==> config.mk <==
export PLATFORM = sky130hd
export DESIGN_NAME = serdes_device_end_flat
export DESIGN_NICKNAME = d
export VERILOG_FILES = /design/src/serdes_pkg.sv /design/src/serdes_link_if.sv /design/src/serdes_fifo.sv /design/src/serdes_device_end.sv /design/src/flat_wrapper.sv
export SDC_FILE = /design/constraint.sdc
export NUM_CORES = 1
export LEC_CHECK = 0
export ABC_CLOCK_PERIOD_IN_PS = 2600
export BUFFER_PORTS_ARGS = -buffer_cell sky130_fd_sc_hd__buf_2
export CAP_MARGIN = 20
export CORE_MARGIN = 4
export CORE_UTILIZATION = 55
export DETAILED_ROUTE_END_ITERATION = 8
export PLACE_DENSITY_LB_ADDON = 0.1
export SYNTH_ARGS = -nofsm -noshare
export SYNTH_HDL_FRONTEND = slang
export SYNTH_SLANG_ARGS = --single-unit
==> constraint.sdc <==
create_clock -name core_clk -period 2.6 [get_ports core_clk]
set_clock_uncertainty 0.15 [all_clocks]
set_input_delay 0.26 -clock core_clk [delete_from_list [all_inputs] [get_ports core_clk]]
set_output_delay 0.26 -clock core_clk [all_outputs]
set_load 0.02 [all_outputs]
==> src/serdes_pkg.sv <==
// Shared constants, types and config decoders for the serial link ends.
// Assumes one serial bit per core_clk cycle on the modelled link.
package serdes_pkg;
   localparam int W_MAX            = 20;
   localparam int FIFO_DEPTH       = 4;
   localparam int CENTER_CH_A      = 4;
   localparam int CENTER_CH_B      = 5;
   localparam int CORE_CLK_MHZ     = 250;
   localparam int BITS_PER_CLK     = 1;
   localparam int LINK_MBPS        = CORE_CLK_MHZ * BITS_PER_CLK;
   localparam int SS_MAX_MBPS      = 840;
   localparam int CDR_MAX_MBPS     = 1250;
   localparam int RAPIDIO_MAX_MBPS = 500;

   typedef enum logic {
      MODE_SSYNC = 1'b0,
      MODE_CDR   = 1'b1
   } link_mode_t;

   // Gray path: idle -> align -> run
   typedef enum logic [1:0] {
      RX_IDLE  = 2'b00,
      RX_ALIGN = 2'b01,
      RX_RUN   = 2'b11
   } rx_state_t;

   function automatic logic legal_mult(input logic [4:0] v);
      return (v >= 5'h01 && v <= 5'h0c) || v == 5'h0e || v == 5'h10 || v == 5'h12 || v == 5'h14;
   endfunction

   function automatic logic legal_width(input link_mode_t m, input logic [4:0] v);
      logic base;
      base = (v >= 5'h08 && v <= 5'h0c) || v == 5'h0e || v == 5'h10 || v == 5'h12 || v == 5'h14;
      if (m == MODE_SSYNC)
         return base || v == 5'h04 || v == 5'h07;
      return base || (v >= 5'h03 && v <= 5'h07);
   endfunction
endpackage

==> src/serdes_link_if.sv <==
// Serial lanes between the device end and the remote end.
// dn_* runs remote to device, up_* device to remote; each with forwarded clock.
`timescale 1ns/1ps
interface serdes_link_if;
   logic dn_data;
   logic dn_fclk;
   logic up_data;
   logic up_fclk;
   modport device (input dn_data, input dn_fclk, output up_data, output up_fclk);
   modport remote (output dn_data, output dn_fclk, input up_data, input up_fclk);
endinterface

==> src/serdes_fifo.sv <==
// Word synchroniser FIFO, valid/ready on both sides.
// Assumes DEPTH a power of two; both sides on core_clk.
`timescale 1ns/1ps
module serdes_fifo
   import serdes_pkg::*;
#(
   parameter int WIDTH = W_MAX,
   parameter int DEPTH = FIFO_DEPTH
)(
   input  wire logic             core_clk,
   input  wire logic             rst_n,
   input  wire logic             in_valid,
   output logic                  in_ready,
   input  wire logic [WIDTH-1:0] in_data,
   output logic                  out_valid,
   input  wire logic             out_ready,
   output logic      [WIDTH-1:0] out_data
);
   localparam int AW = $clog2(DEPTH);

   if (DEPTH < 2 || (1 << AW) != DEPTH || WIDTH < 1) begin : g_bad_cfg
      $error("serdes_fifo: DEPTH must be a power of two >= 2");
   end

   typedef struct packed {
      logic [DEPTH-1:0][WIDTH-1:0] mem;
      logic [AW:0]                 wp;
      logic [AW:0]                 rp;
   } fifo_state_t;

   fifo_state_t s;
   fifo_state_t next_s;
   logic        full;
   logic        empty;

   assign full      = (s.wp[AW] != s.rp[AW]) && (s.wp[AW-1:0] == s.rp[AW-1:0]);
   assign empty     = s.wp == s.rp;
   assign in_ready  = ~full;
   assign out_valid = ~empty;
   assign out_data  = s.mem[s.rp[AW-1:0]];

   always_comb begin
      next_s = s;
      if (in_valid && !full) begin
         next_s.mem[s.wp[AW-1:0]] = in_data;
         next_s.wp                = s.wp + 1'b1;
      end
      if (out_ready && !empty)
         next_s.rp = s.rp + 1'b1;
   end

   always_ff @(posedge core_clk) begin
      if (!rst_n)
         s <= '0;
      else
         s <= next_s;
   end
endmodule

==> src/serdes_device_end.sv <==
// Device end: one receive and one transmit serial channel with word FIFO.
// Assumes config stays stable while enable is high; link pins are async.
// Operation
// - Receiver checks forwarded clock multiply factor.
// - Source-synchronous word width from legal set.
// - Data lane travels with forwarded clock.
// - Recovery mode multiplies reference to line rate.
// - Recovered clock drives deserializer and synchronizer.
// - FIFO moves words into core domain.
// - FIFO bypass delivers words directly.
// - Recovery mode width from legal set.
// - Recovered clock divided by width exported.
// - Transmitter serializes on multiplied reference.
// - At most two rates per direction.
// - Remote sends non-return-to-zero data.
// - Core aligns words after recovery.
// - Run length waived for shared source.
// - Only center channels drive global clock.
// - Reference clock reaches only the multipliers.
// - Source-synchronous mode carries RapidIO rates.
`timescale 1ns/1ps
module serdes_device_end
   import serdes_pkg::*;
#(
   parameter int WIDTH   = W_MAX,
   parameter int DEPTH   = FIFO_DEPTH,
   parameter int CHANNEL = CENTER_CH_A
)(
   input  wire logic             core_clk,
   input  wire logic             rst_n,
   serdes_link_if.device         link,
   input  wire logic             enable,
   input  wire link_mode_t       mode,
   input  wire logic [4:0]       rx_width,
   input  wire logic [4:0]       rx_mult,
   input  wire logic [4:0]       tx_width,
   input  wire logic [4:0]       tx_mult,
   input  wire logic             fifo_bypass,
   output logic      [WIDTH-1:0] rx_word,
   output logic                  rx_valid,
   input  wire logic             rx_ready,
   output logic                  rx_word_tick,
   output logic                  rx_global_clk,
   output logic                  rx_lock,
   output logic                  rx_overflow,
   output logic                  cfg_err,
   input  wire logic [WIDTH-1:0] tx_word,
   input  wire logic             tx_valid,
   output logic                  tx_ready
);
   localparam logic IS_CENTER = (CHANNEL == CENTER_CH_A) || (CHANNEL == CENTER_CH_B);

   // Modelled line rate must sit under each mode's ceiling
   if (WIDTH != W_MAX || LINK_MBPS > SS_MAX_MBPS || LINK_MBPS > CDR_MAX_MBPS) begin : g_bad_cfg
      $error("serdes_device_end: unsupported width or line rate");
   end

   typedef struct packed {
      logic [1:0]       dsync;
      logic [1:0]       fsync;
      logic             fprev;
      rx_state_t        st;
      logic [WIDTH-1:0] sh;
      logic [4:0]       bcnt;
      logic [4:0]       pcnt;
      logic             lock;
      logic [WIDTH-1:0] word;
      logic             wstb;
      logic             ovf;
      logic             cerr;
      logic             ton;
      logic [WIDTH-1:0] tsh;
      logic [4:0]       tcnt;
      logic [4:0]       fcnt;
      logic             tdat;
      logic             tfclk;
   } dev_state_t;

   dev_state_t       s;
   dev_state_t       next_s;
   logic             cfg_ok;
   logic             run_ok;
   logic             rise;
   logic             take;
   logic [WIDTH-1:0] cur;
   logic [4:0]       half;
   logic             f_in_ready;
   logic             f_out_valid;
   logic [WIDTH-1:0] f_out_data;

   // Single channel per direction, so the two-rate budget always holds
   assign cfg_ok = legal_mult(rx_mult) && legal_mult(tx_mult)
                && legal_width(mode, rx_width) && legal_width(mode, tx_width);
   assign run_ok = enable && cfg_ok;
   assign half   = 5'((6'(tx_mult) + 6'h01) >> 1);

   always_comb begin
      next_s       = s;
      rise         = s.fsync[1] && !s.fprev;
      take         = 1'b0;
      cur          = '0;
      // Two flops before any logic looks at the pins
      next_s.dsync = {s.dsync[0], link.dn_data};
      next_s.fsync = {s.fsync[0], link.dn_fclk};
      next_s.fprev = s.fsync[1];
      next_s.wstb  = 1'b0;
      next_s.cerr  = !cfg_ok;
      next_s.ton   = run_ok;

      if (!run_ok) begin
         next_s.st   = RX_IDLE;
         next_s.sh   = '0;
         next_s.bcnt = 5'h00;
         next_s.pcnt = 5'h00;
         next_s.lock = 1'b0;
         next_s.ovf  = 1'b0;
      end else begin
         case (s.st)
            RX_IDLE:  next_s.st = (mode == MODE_CDR) ? RX_RUN : RX_ALIGN;
            RX_ALIGN: begin
               if (rise)
                  next_s.st = RX_RUN; // Word boundary at forwarded clock edge
            end
            RX_RUN:   next_s.st = RX_RUN;
            default:  next_s.st = RX_IDLE;
         endcase
         // Recovered bit clock: one bit per core_clk in both modes
         // In recovery mode the boundary is arbitrary; core realigns
         take = (s.st == RX_RUN) || (s.st == RX_ALIGN && rise);
         if (take) begin
            next_s.sh[s.bcnt] = s.dsync[1];
            if (s.bcnt == rx_width - 5'h01) begin
               next_s.word = next_s.sh;
               next_s.wstb = 1'b1;
               next_s.sh   = '0;
               next_s.bcnt = 5'h00;
            end else begin
               next_s.bcnt = s.bcnt + 5'h01;
            end
         end
         if (mode == MODE_SSYNC) begin
            // Lock means the forwarded period equals the multiply factor
            if (rx_mult == 5'h01) begin
               next_s.lock = s.fsync[1] && s.st != RX_IDLE;
            end else if (rise) begin
               next_s.lock = s.pcnt == rx_mult - 5'h01;
               next_s.pcnt = 5'h00;
            end else begin
               if (s.pcnt != 5'h1f)
                  next_s.pcnt = s.pcnt + 5'h01;
               if (s.pcnt >= rx_mult)
                  next_s.lock = 1'b0;
            end
         end else begin
            next_s.lock = s.st == RX_RUN;
         end
      end
      // Sticky until disable, set beats clear; outside bypass a full FIFO is the only way a word is lost
      if (s.wstb && !fifo_bypass && !f_in_ready)
         next_s.ovf = 1'b1;

      // Transmitter runs free once enabled, idle words are zero
      if (run_ok && s.ton) begin
         cur          = (s.tcnt == 5'h00) ? (tx_valid ? tx_word : '0) : s.tsh;
         next_s.tsh   = cur;
         next_s.tdat  = cur[s.tcnt];
         next_s.tcnt  = (s.tcnt == tx_width - 5'h01) ? 5'h00 : s.tcnt + 5'h01;
         next_s.fcnt  = (s.fcnt == tx_mult - 5'h01) ? 5'h00 : s.fcnt + 5'h01;
         next_s.tfclk = (mode == MODE_SSYNC) && (s.fcnt < half);
      end else begin
         next_s.tcnt  = 5'h00;
         next_s.fcnt  = 5'h00;
         next_s.tdat  = 1'b0;
         next_s.tfclk = 1'b0;
      end
   end

   always_ff @(posedge core_clk) begin
      if (!rst_n)
         s <= '0;
      else
         s <= next_s;
   end

   serdes_fifo #(
      .WIDTH (WIDTH),
      .DEPTH (DEPTH)
   ) u_sync_fifo (
      .core_clk  (core_clk),
      .rst_n     (rst_n),
      .in_valid  (s.wstb && !fifo_bypass),
      .in_ready  (f_in_ready),
      .in_data   (s.word),
      .out_valid (f_out_valid),
      .out_ready (rx_ready && !fifo_bypass),
      .out_data  (f_out_data)
   );

   // Bypass gives no back-pressure: a word stands one cycle only
   assign rx_valid      = fifo_bypass ? s.wstb : f_out_valid;
   assign rx_word       = fifo_bypass ? s.word : f_out_data;
   assign rx_word_tick  = s.wstb;
   assign rx_global_clk = IS_CENTER && s.wstb;
   assign rx_lock       = s.lock;
   assign rx_overflow   = s.ovf;
   assign cfg_err       = s.cerr;
   assign tx_ready      = run_ok && s.ton && s.tcnt == 5'h00;
   // No reference clock pin feeds core logic; core_clk stands for it
   assign link.up_data  = s.tdat;
   assign link.up_fclk  = s.tfclk;
endmodule

==> src/flat_wrapper.sv <==
// flat-port wrapper written by rule: the top's interface ports become plain ports
module serdes_device_end_flat import serdes_pkg::*;
#(
   parameter int WIDTH   = W_MAX,
   parameter int DEPTH   = FIFO_DEPTH,
   parameter int CHANNEL = CENTER_CH_A
)
  (core_clk, rst_n, enable, mode, rx_width, rx_mult, tx_width, tx_mult, fifo_bypass, rx_word, rx_valid, rx_ready, rx_word_tick, rx_global_clk, rx_lock, rx_overflow, cfg_err, tx_word, tx_valid, tx_ready, link_dn_data, link_dn_fclk, link_up_data, link_up_fclk);
  serdes_link_if link_i ();
  input  wire logic core_clk;
  input  wire logic rst_n;
  input  wire logic enable;
  input  wire link_mode_t mode;
  input  wire logic [4:0] rx_width;
  input  wire logic [4:0] rx_mult;
  input  wire logic [4:0] tx_width;
  input  wire logic [4:0] tx_mult;
  input  wire logic fifo_bypass;
  output logic      [WIDTH-1:0] rx_word;
  output logic rx_valid;
  input  wire logic rx_ready;
  output logic rx_word_tick;
  output logic rx_global_clk;
  output logic rx_lock;
  output logic rx_overflow;
  output logic cfg_err;
  input  wire logic [WIDTH-1:0] tx_word;
  input  wire logic tx_valid;
  output logic tx_ready;
  input wire logic [$bits(link_i.dn_data)-1:0] link_dn_data;
  input wire logic [$bits(link_i.dn_fclk)-1:0] link_dn_fclk;
  output wire logic [$bits(link_i.up_data)-1:0] link_up_data;
  output wire logic [$bits(link_i.up_fclk)-1:0] link_up_fclk;
  assign link_i.dn_data = link_dn_data;
  assign link_i.dn_fclk = link_dn_fclk;
  assign link_up_data = link_i.up_data;
  assign link_up_fclk = link_i.up_fclk;
  serdes_device_end #(.WIDTH(WIDTH), .DEPTH(DEPTH), .CHANNEL(CHANNEL)) u_core (.core_clk(core_clk), .rst_n(rst_n), .link(link_i), .enable(enable), .mode(mode), .rx_width(rx_width), .rx_mult(rx_mult), .tx_width(tx_width), .tx_mult(tx_mult), .fifo_bypass(fifo_bypass), .rx_word(rx_word), .rx_valid(rx_valid), .rx_ready(rx_ready), .rx_word_tick(rx_word_tick), .rx_global_clk(rx_global_clk), .rx_lock(rx_lock), .rx_overflow(rx_overflow), .cfg_err(cfg_err), .tx_word(tx_word), .tx_valid(tx_valid), .tx_ready(tx_ready));
endmodule
==> results of run 1 <==
[routing by layer]
metal	vias up	track usage, %	share of wire, %
met5	-	0	0
met4	0	6.68	1.3
met3	24	3.60	3.5
met2	148	40.0	50
met1	3907	30.8	46
li1	4098	-	-
[cells in the final DEF, fill, tap and decap left out, drive strengths merged, types with 4 or more instances in the layout]
| cell | netlist | layout |
|---|---|---|
| o21ai | 36 | 36 |
| clkbuf | 65 | 17 |
| and2 | 32 | 32 |
| nor4b | 5 | 5 |
| xor2 | 14 | 14 |
| xnor2 | 24 | 24 |
| nand2 | 295 | 295 |
| nor2 | 58 | 58 |
| inv | 25 | 34 |
| mux2 | 44 | 44 |
| mux2i | 48 | 48 |
| nor2b | 9 | 9 |
| buf | 12 | 117 |
| a31oi | 8 | 8 |
| mux4 | 20 | 20 |
| nor3b | 4 | 4 |
| nand3 | 42 | 42 |
| ha | 40 | 40 |
| nor3 | 12 | 12 |
| dfxtp | 180 | 180 |
| a21oi | 111 | 111 |
| nand2b | 11 | 11 |
| or3 | 4 | 4 |
| dlygate4sd3 | 0 | 22 |
[worst max-delay path by stage]
stage	to	slack (ns)
after floorplan	tx_ready	0.05
after global placement	u_core.s[53]	0.11
after detailed placement	u_core.s[27]	0.03
after CTS	tx_ready	0.11
after global routing	tx_ready	0.02
final	rx_word[18]	0.14
[kinds of logic after synthesis]
kind of cell / synth area share [%]
adder cells (fa/ha/maj): 5.25
AO/OA/AOI/OAI: 11.1
flip-flops: 37.8
AND/OR/NAND/NOR: 23.0
multiplexers: 15.0
buffers and inverters: 4.37
XOR/XNOR: 3.49
[cell type report]
| type | count | area share [%] |
|---|---|---|
| clock buffers | 17 | 3.83 |
| clock inverters | 15 | 1.88 |
| inverters | 26 | 0.879 |
| multi-input cells | 873 | 49.9 |
| flip-flops and latches | 180 | 32.5 |
| well taps | 220 | 2.48 |
| repair buffers | 139 | 8.61 |
[power groups by stage]
stage / Combinational [mW] / Sequential (mW) / Clock, mW
finish: 0.343 / 2.76 / 2.75
global route: 0.383 / 2.76 / 2.92
CTS: 0.342 / 2.76 / 2.80
detailed placement: 0.315 / 2.83 / 0
global placement: 0.312 / 2.83 / 0
floorplan: 0.206 / 2.83 / 0
[per-stage QoR]
step	hold slack [ns]	power [mW]	area, µm²	cells	utilization, %
final	0.0911	5.86	11100	1470	66.2
after global routing	0.0921	6.07	11100	1470	66.2
after CTS	0.0766	5.91	11100	1469	66.2
after detailed placement	0.270	3.14	10200	1415	61.1
after global placement	0.266	3.14	10200	1415	61.1
after floorplan	0.237	3.03	9550	1156	-
[critical path: cells and delay by family, from the launching register on]
family / cells / cell delay, ns
buffers and inverters: 2 / 0.44
flip-flops: 1 / 0.38
multiplexers: 2 / 0.79
==> impl_metrics.env, run 1 <==
export IMPL_status="finished, final reports clean"
export IMPL_gr_usage_all_layers_pct=23.4
export IMPL_hp_class="in2reg"
export IMPL_n_fill_cell=1457
export IMPL_wirelength_um=22700
export IMPL_ys_seq_area_share_pct=37.8
export IMPL_drive_gt1_share_pct=17.3
export IMPL_power_frac_seq_pct=47.2
export IMPL_vias=8177
export IMPL_wl_per_cell_um=15.4
export IMPL_hold_viol=0
export IMPL_period_share_pct=94.7
export IMPL_post_cts_buffers=0
export IMPL_hold_depth=3
export IMPL_start_util_pct=56.9
export IMPL_antenna_found_initial=0
export IMPL_first_global_vias=8017
export IMPL_final_antenna_net_count=0
export IMPL_cp_max_fo=15
export IMPL_drtIter0Drc=469
export IMPL_switching_share_pct=23.7
export IMPL_cts_hold_buf=22
export IMPL_cts_path_max_buffers=2
export IMPL_p_sw_mw=1.39
export IMPL_htreeDepth=4
export IMPL_rsz0062_at_grt="false"
export IMPL_reg2regPathDepth=7
export IMPL_tns_ns=0
export IMPL_post_place_ws_ns=0.0271
export IMPL_setup_viol=0
export IMPL_end_kind="primary output"
export IMPL_cts_clk_slew_worst_paths_ns=0.07
export IMPL_boundaryPins=78
export IMPL_max_freq_ghz=0.406
export IMPL_slowest_stage="mux4_2"
export IMPL_drv_slew=0
export IMPL_synthArstFlopShare_pct=0
export IMPL_syn_to_final_growth_pct=16.5
export IMPL_drv_cap=0
export IMPL_synth_ff_type="dfxtp_1"
export IMPL_worstHoldStart="rst_n"
export IMPL_syn_area_per_cell_um2=8.25
export IMPL_intPower_mw=4.47
export IMPL_hpwl_um=15200
export IMPL_grt_ovfl_total=0
export IMPL_synth_most_common_cell="nand2_1"
export IMPL_drtPass1Iterations=5
export IMPL_drc=0
export IMPL_combinationalPowerShare_pct=5.9
export IMPL_pwr_share_clk_pct=46.9
export IMPL_tightest_slew_ns=0.652
export IMPL_nets=1326
export IMPL_synth_top_area_share_pct=37.8
export IMPL_cts_tree="built"
export IMPL_core_area_um2=16800
export IMPL_fin_crit_ns=2.46
export IMPL_reg2reg_from="u_core.s[10]"
export IMPL_fp_dieH_um=140
export IMPL_gp_routability_congestion=0.813
export IMPL_slew_headroom_pct=56.5
export IMPL_ctsResizeCount=0
export IMPL_largest_register_ffs=86
export IMPL_fp_row_count=47
export IMPL_setup_ws_ns=0.138
export IMPL_yosys_area_top_type="dfxtp_1"
export IMPL_synthTopCellsByArea="dfxtp_1 38%, nand2_1 12%, a21oi_1 5.8%"
export IMPL_crit_required_ns=2.19
export IMPL_rr_endpoint="u_core.link.up_data"
export IMPL_clock_sinks=180
export IMPL_synth_seq_cells=180
export IMPL_syn_cell_area_um2=9530
export IMPL_die_w_um=140
export IMPL_syn_nets=1245
export IMPL_syn_inst=1156
export IMPL_multi_input_comb_area_um2=5540
export IMPL_peakVddDrop_v=0.000497
export IMPL_seqCellArea_um2=3600
export IMPL_synth_common_cells="295 x nand2_1, 180 x dfxtp_1, 111 x a21oi_1"
export IMPL_min_to="u_core.s[41]"
export IMPL_cts_root_buf="clkbuf_16"
export IMPL_path_class="reg2out"
export IMPL_clkLatencyLatePin_ns=0.42
export IMPL_crit_path_start_kind="register"
export IMPL_crit_chain="buf_4 -> mux4_2 -> mux2_2 -> buf_2"
export IMPL_cp_slowest_stage_delay_ns=0.52
export IMPL_regMostFlops="u_core.u_sync_fifo.s"
export IMPL_synth_edff_count=0
export IMPL_crit_start="u_core.u_sync_fifo.s[1]"
export IMPL_netlist_cell_type_count=60
export IMPL_viasPerCell=5.56
export IMPL_cts_buffers=17
export IMPL_portBuffers=77
export IMPL_grt_max_degree=88
export IMPL_ys_warn_count=0
export IMPL_powerDensity_nw_per_um2=527
export IMPL_worst_ep_arrival_time_ns=2.05
export IMPL_antenna_cells=0
export IMPL_grt_pass1_wl_um=38500
export IMPL_p_leak_nw=4.32
export IMPL_die_area_um2=19500
export IMPL_r2r_setup_slack_ns=0.21
No activity file was read; power rests on OpenSTA's default activity.
==> inputs of run 2 (changes only) <==
--- a/config.mk
+++ b/config.mk
@@ -5,7 +5,7 @@
 export SDC_FILE = /design/constraint.sdc
 export NUM_CORES = 1
 export LEC_CHECK = 0
-export ABC_CLOCK_PERIOD_IN_PS = 2600
+export ABC_CLOCK_PERIOD_IN_PS = 2800
 export BUFFER_PORTS_ARGS = -buffer_cell sky130_fd_sc_hd__buf_2
 export CAP_MARGIN = 20
 export CORE_MARGIN = 4
==> constraint.sdc (replaced) <==
create_clock -name core_clk -period 2.8 [get_ports core_clk]
set_clock_uncertainty 0.15 [all_clocks]
set_input_delay 0.28 -clock core_clk [delete_from_list [all_inputs] [get_ports core_clk]]
set_output_delay 0.28 -clock core_clk [all_outputs]
set_load 0.02 [all_outputs]
==> impl_metrics.env, run 2 (synthesis gave the netlist of run 1 again) <==
export IMPL_drc=0
export IMPL_largest_register_ffs=86
export IMPL_gr_usage_all_layers_pct=23.2
export IMPL_r2r_setup_slack_ns=0.35
export IMPL_worst_ep_arrival_time_ns=2.15
export IMPL_first_global_vias=7637
export IMPL_start_util_pct=56.9
export IMPL_drtIter0Drc=523
export IMPL_wl_per_cell_um=15.4
export IMPL_regMostFlops="u_core.u_sync_fifo.s"
export IMPL_cts_clk_slew_worst_paths_ns=0.07
export IMPL_crit_required_ns=2.37
export IMPL_crit_family="multiplexers"
export IMPL_cts_tree="built"
export IMPL_antenna_cells=0
export IMPL_die_area_um2=19500
export IMPL_portBuffers=77
export IMPL_slowest_stage="mux4_2"
export IMPL_final_cell_mix="295 x nand2_1, 180 x dfxtp_1, 111 x a21oi_1, 77 x buf_2, 58 x nor2_1"
export IMPL_setup_viol=0
export IMPL_rsz0062_at_grt="false"
export IMPL_clock_sinks=180
export IMPL_p_leak_nw=4.29
export IMPL_worstPathBufferInverterCount=2
export IMPL_period_share_pct=92.3
export IMPL_gp_routability_congestion=0.808
export IMPL_grt_pass1_wl_um=38000
export IMPL_end_kind="primary output"
export IMPL_clkLatencyLatePin_ns=0.43
export IMPL_fin_crit_ns=2.58
export IMPL_viasPerCell=5.52
export IMPL_wirelength_um=22500
export IMPL_min_to="u_core.s[36]"
export IMPL_core_area_um2=16800
export IMPL_cp_max_fo=12
export IMPL_drtPass1Iterations=6
export IMPL_hold_viol=0
export IMPL_syn_to_final_growth_pct=15.6
export IMPL_slew_headroom_pct=38.5
export IMPL_post_route_util_pct=65.7
export IMPL_worstHoldStart="rst_n"
export IMPL_cts_path_max_buffers=2
export IMPL_die_w_um=140
export IMPL_peakVddDrop_v=0.000624
export IMPL_max_freq_ghz=0.387
export IMPL_final_common_cell="nand2_1"
export IMPL_drv_cap=0
export IMPL_antenna_found_initial=0
export IMPL_fp_dieH_um=140
export IMPL_hpwl_um=15000
export IMPL_cts_root_buf="clkbuf_16"
export IMPL_drv_slew=0
export IMPL_holdWs_ns=0.0689
export IMPL_hold_depth=3
export IMPL_reg2reg_from="u_core.s[7]"
export IMPL_path_class="reg2out"
export IMPL_tns_ns=0
export IMPL_grt_ovfl_total=0
export IMPL_vias=8092
export IMPL_cp_slowest_stage_delay_ns=0.52
export IMPL_status="finished, final reports clean"
export IMPL_tightest_slew_ns=0.916
export IMPL_hp_class="in2reg"
export IMPL_grt_max_degree=61
export IMPL_nets=1321
export IMPL_htreeDepth=4
export IMPL_boundaryPins=78
export IMPL_rr_endpoint="u_core.link.up_data"
export IMPL_post_cts_buffers=0
export IMPL_drive_gt1_share_pct=16.9
export IMPL_crit_path_start_kind="register"
export IMPL_reg2regPathDepth=8
export IMPL_cts_buffers=17
export IMPL_fp_row_count=47
export IMPL_powerDensity_nw_per_um2=487
export IMPL_crit_chain="buf_4 -> mux4_2 -> mux2_2 -> buf_2"
export IMPL_final_antenna_net_count=0
run 2: worst register-to-register path: stages, from the launching register on:
cell	delay, ns
dfxtp_1	0.31
inv_1	0.18
ha_1	0.21
or4b_1	0.67
a21oi_1	0.20
a21oi_1	0.07
o2111ai_1	0.21
nand3_1	0.11
o2111a_1	0.23
run 2: repair_timing:
action                                  in CTS  in global routing
endpoints found under the setup margin       0                  1
hold buffers                                22                  0
gates resized for setup                      0                  1
endpoints found under the hold margin       22                  0
run 2: worst max path at each step:
stage                                       start           end  slack (ns)  depth (start not counted)
final                     u_core.u_sync_fifo.s[0]   rx_word[15]        0.22                          4
after global routing                  u_core.s[7]      tx_ready        0.08                          7
after CTS                             u_core.s[7]      tx_ready        0.15                          7
after detailed placement              rx_width[0]  u_core.s[45]        0.13                          8
after global placement                rx_width[0]  u_core.s[29]        0.23                          7
after floorplan                       u_core.s[8]      tx_ready        0.15                          8
run 2: metrics by stage:
step           std cells  cell area, µm²  setup slack (ns)  power, mW
2_1_floorplan       1156            9540             0.154       2.81
3_3_place_gp        1411           10200             0.232       2.91
3_5_place_dp        1411           10200             0.131       2.92
4_1_cts             1465           11000             0.149       5.40
5_1_grt             1465           11000            0.0841       5.57
6_report            1465           11000             0.216       5.37
run 2: final cells by class:
class,count,area (µm²)
Clock inverter,15,185
Multi-Input combinational cell,873,5540
Sequential cell,180,3600
Tap cell,220,275
Inverter,26,97.6
Fill cell,1444,5740
Timing Repair Buffer,134,893
Clock buffer,17,425
run 2: power by group:
| part | switching, mW | internal (mW) | total (mW) |
|---|---|---|---|
| Clock | 1.12 | 1.36 | 2.48 |
| Sequential | 0.00516 | 2.56 | 2.57 |
| Combinational | 0.180 | 0.134 | 0.314 |
| Total | 1.31 | 4.06 | 5.37 |
run 2: metal layers:
layer	vias up	wire length, µm	GRT usage (%)
met2	147	10800	38.7
met5	-	0	0
li1	4087	-	-
met3	19	869	4.29
met4	0	204	5.10
met1	3839	10700	31.6
==> inputs of run 3 (changes only) <==
--- a/config.mk
+++ b/config.mk
@@ -5,13 +5,14 @@
 export SDC_FILE = /design/constraint.sdc
 export NUM_CORES = 1
 export LEC_CHECK = 0
-export ABC_CLOCK_PERIOD_IN_PS = 2800
+export ABC_CLOCK_PERIOD_IN_PS = 2600
 export BUFFER_PORTS_ARGS = -buffer_cell sky130_fd_sc_hd__buf_2
 export CAP_MARGIN = 20
 export CORE_MARGIN = 4
 export CORE_UTILIZATION = 55
 export DETAILED_ROUTE_END_ITERATION = 8
 export PLACE_DENSITY_LB_ADDON = 0.1
+export REMOVE_ABC_BUFFERS = 1
 export SYNTH_ARGS = -nofsm -noshare
 export SYNTH_HDL_FRONTEND = slang
 export SYNTH_SLANG_ARGS = --single-unit
==> constraint.sdc (replaced) <==
create_clock -name core_clk -period 2.6 [get_ports core_clk]
set_clock_uncertainty 0.15 [all_clocks]
set_input_delay 0.26 -clock core_clk [delete_from_list [all_inputs] [get_ports core_clk]]
set_output_delay 0.26 -clock core_clk [all_outputs]
set_load 0.02 [all_outputs]
==> impl_metrics.env, run 3 (synthesis gave the netlist of run 1 again) <==
export IMPL_htreeDepth=4
export IMPL_clock_sinks=180
export IMPL_fp_row_count=47
export IMPL_hp_class="in2reg"
export IMPL_die_w_um=140
export IMPL_cts_tree="built"
export IMPL_cp_max_fo=22
export IMPL_grt_max_degree=88
export IMPL_largest_register_ffs=86
export IMPL_antenna_found_initial=0
export IMPL_post_cts_buffers=0
export IMPL_final_common_cell="nand2_1"
export IMPL_fp_dieH_um=140
export IMPL_path_class="reg2out"
export IMPL_wl_per_cell_um=15.8
export IMPL_peakVddDrop_v=0.000540
export IMPL_boundaryPins=78
export IMPL_gp_routability_congestion=0.831
export IMPL_hold_viol=0
export IMPL_final_cell_mix="295 x nand2_1, 180 x dfxtp_1, 111 x a21oi_1, 77 x buf_2, 57 x nor2_1"
export IMPL_cts_root_buf="clkbuf_16"
export IMPL_total_power_mw=5.82
export IMPL_drive_gt1_share_pct=16.7
export IMPL_setup_viol=0
export IMPL_n_fill_cell=1484
export IMPL_drtPass1Iterations=5
export IMPL_syn_to_final_growth_pct=15.7
export IMPL_die_area_um2=19500
export IMPL_fin_cells=1465
export IMPL_regMostFlops="u_core.u_sync_fifo.s"
export IMPL_placed_cells=1410
export IMPL_cts_path_max_buffers=2
export IMPL_drv_cap=0
export IMPL_first_global_vias=7722
export IMPL_tightest_slew_ns=0.948
export IMPL_wirelength_um=23100
export IMPL_multi_input_comb_area_um2=5520
export IMPL_p_leak_nw=4.27
export IMPL_cts_clk_slew_worst_paths_ns=0.07
export IMPL_fin_crit_ns=2.48
export IMPL_drc=0
export IMPL_grt_ovfl_total=0
export IMPL_start_util_pct=56.9
export IMPL_powerDensity_nw_per_um2=528
export IMPL_holdWs_ns=0.150
export IMPL_portBuffers=77
export IMPL_slew_headroom_pct=36.8
export IMPL_crit_path_start_kind="register"
export IMPL_clkLatencyLatePin_ns=0.43
export IMPL_viasPerCell=5.57
export IMPL_drv_slew=0
export IMPL_grt_pass1_wl_um=38300
export IMPL_worst_ep_arrival_time_ns=2.07
export IMPL_gr_usage_all_layers_pct=23.5
export IMPL_seqCellArea_um2=3600
export IMPL_final_antenna_net_count=0
export IMPL_crit_required_ns=2.19
export IMPL_antenna_cells=0
export IMPL_hpwl_um=14700
export IMPL_drtIter0Drc=452
export IMPL_rsz0062_at_grt="false"
export IMPL_nets=1321
export IMPL_end_kind="primary output"
export IMPL_status="finished, final reports clean"
export IMPL_cts_buffers=17
export IMPL_period_share_pct=95.4
export IMPL_core_area_um2=16800
export IMPL_vias=8156
export IMPL_max_freq_ghz=0.403
[run 3: cell count changes in the layout (fill, tap and decap cells not counted), sizes merged]
cell         delta
bufinv          +1
clkbuf          +5
clkinvlp        +2
dlygate4sd3     +1
buf             -1
inv             -8
[run 3: area by class of cell]
class / count / share of cell area, %
Timing Repair Buffer: 134 / 8.24
Inverter: 26 / 0.885
Tap cell: 220 / 2.50
Sequential cell: 180 / 32.7
Clock buffer: 22 / 4.30
Multi-Input combinational cell: 873 / 50.1
Clock inverter: 10 / 1.34
[run 3: power breakdown]
group / switching [mW] / total, mW / internal (mW)
combinational: 0.195 / 0.341 / 0.146
sequential: 0.00587 / 2.77 / 2.76
clock: 1.12 / 2.72 / 1.60
total: 1.32 / 5.82 / 4.51
[run 3: worst paths after layout]
path | startpoint | to | slack (ns) | cells after the start
worst max-delay path | u_core.u_sync_fifo.s[0] | rx_word[5] | 0.12 | 4
worst min-delay path | enable | u_core.rx_overflow | 0.15 | 4
worst max register to register | u_core.s[7] | u_core.link.up_data | 0.30 | 8
worst min register to register | u_core.next_s[91] | u_core.next_s[89] | 0.28 | 1
[run 3: routing by layer]
metal,vias up,global-route usage (%),part of all wire (%)
met2,192,40.9,50
met1,3859,29.9,44
met4,0,5.61,1.0
met3,22,5.15,5.1
li1,4083,-,-
met5,-,0,0
[run 3: what timing repair did]
item / 4_1_cts / 5_1_grt
hold buffers: 23 / 0
endpoints found under the hold margin: 24 / 0
setup endpoints to repair: 0 / 1
gates resized for setup: 0 / 1
[run 3: critical path: stages, from the launching register on]
cell	delay, ns
dfxtp_1	0.40
buf_12	0.24
mux4_2	0.52
mux2_2	0.29
buf_2	0.16
[run 3: metrics by stage]
step	area [µm²]	TNS (ns)	worst slack, ns	utilization, %
after floorplan	9210	-33.38	-0.613	-
after global placement	10200	0	0.0394	60.7
after detailed placement	10200	-0.465	-0.0431	60.7
after CTS	11000	0	0.104	65.8
after global routing	11000	0	0.0474	65.8
final	11000	0	0.120	65.8
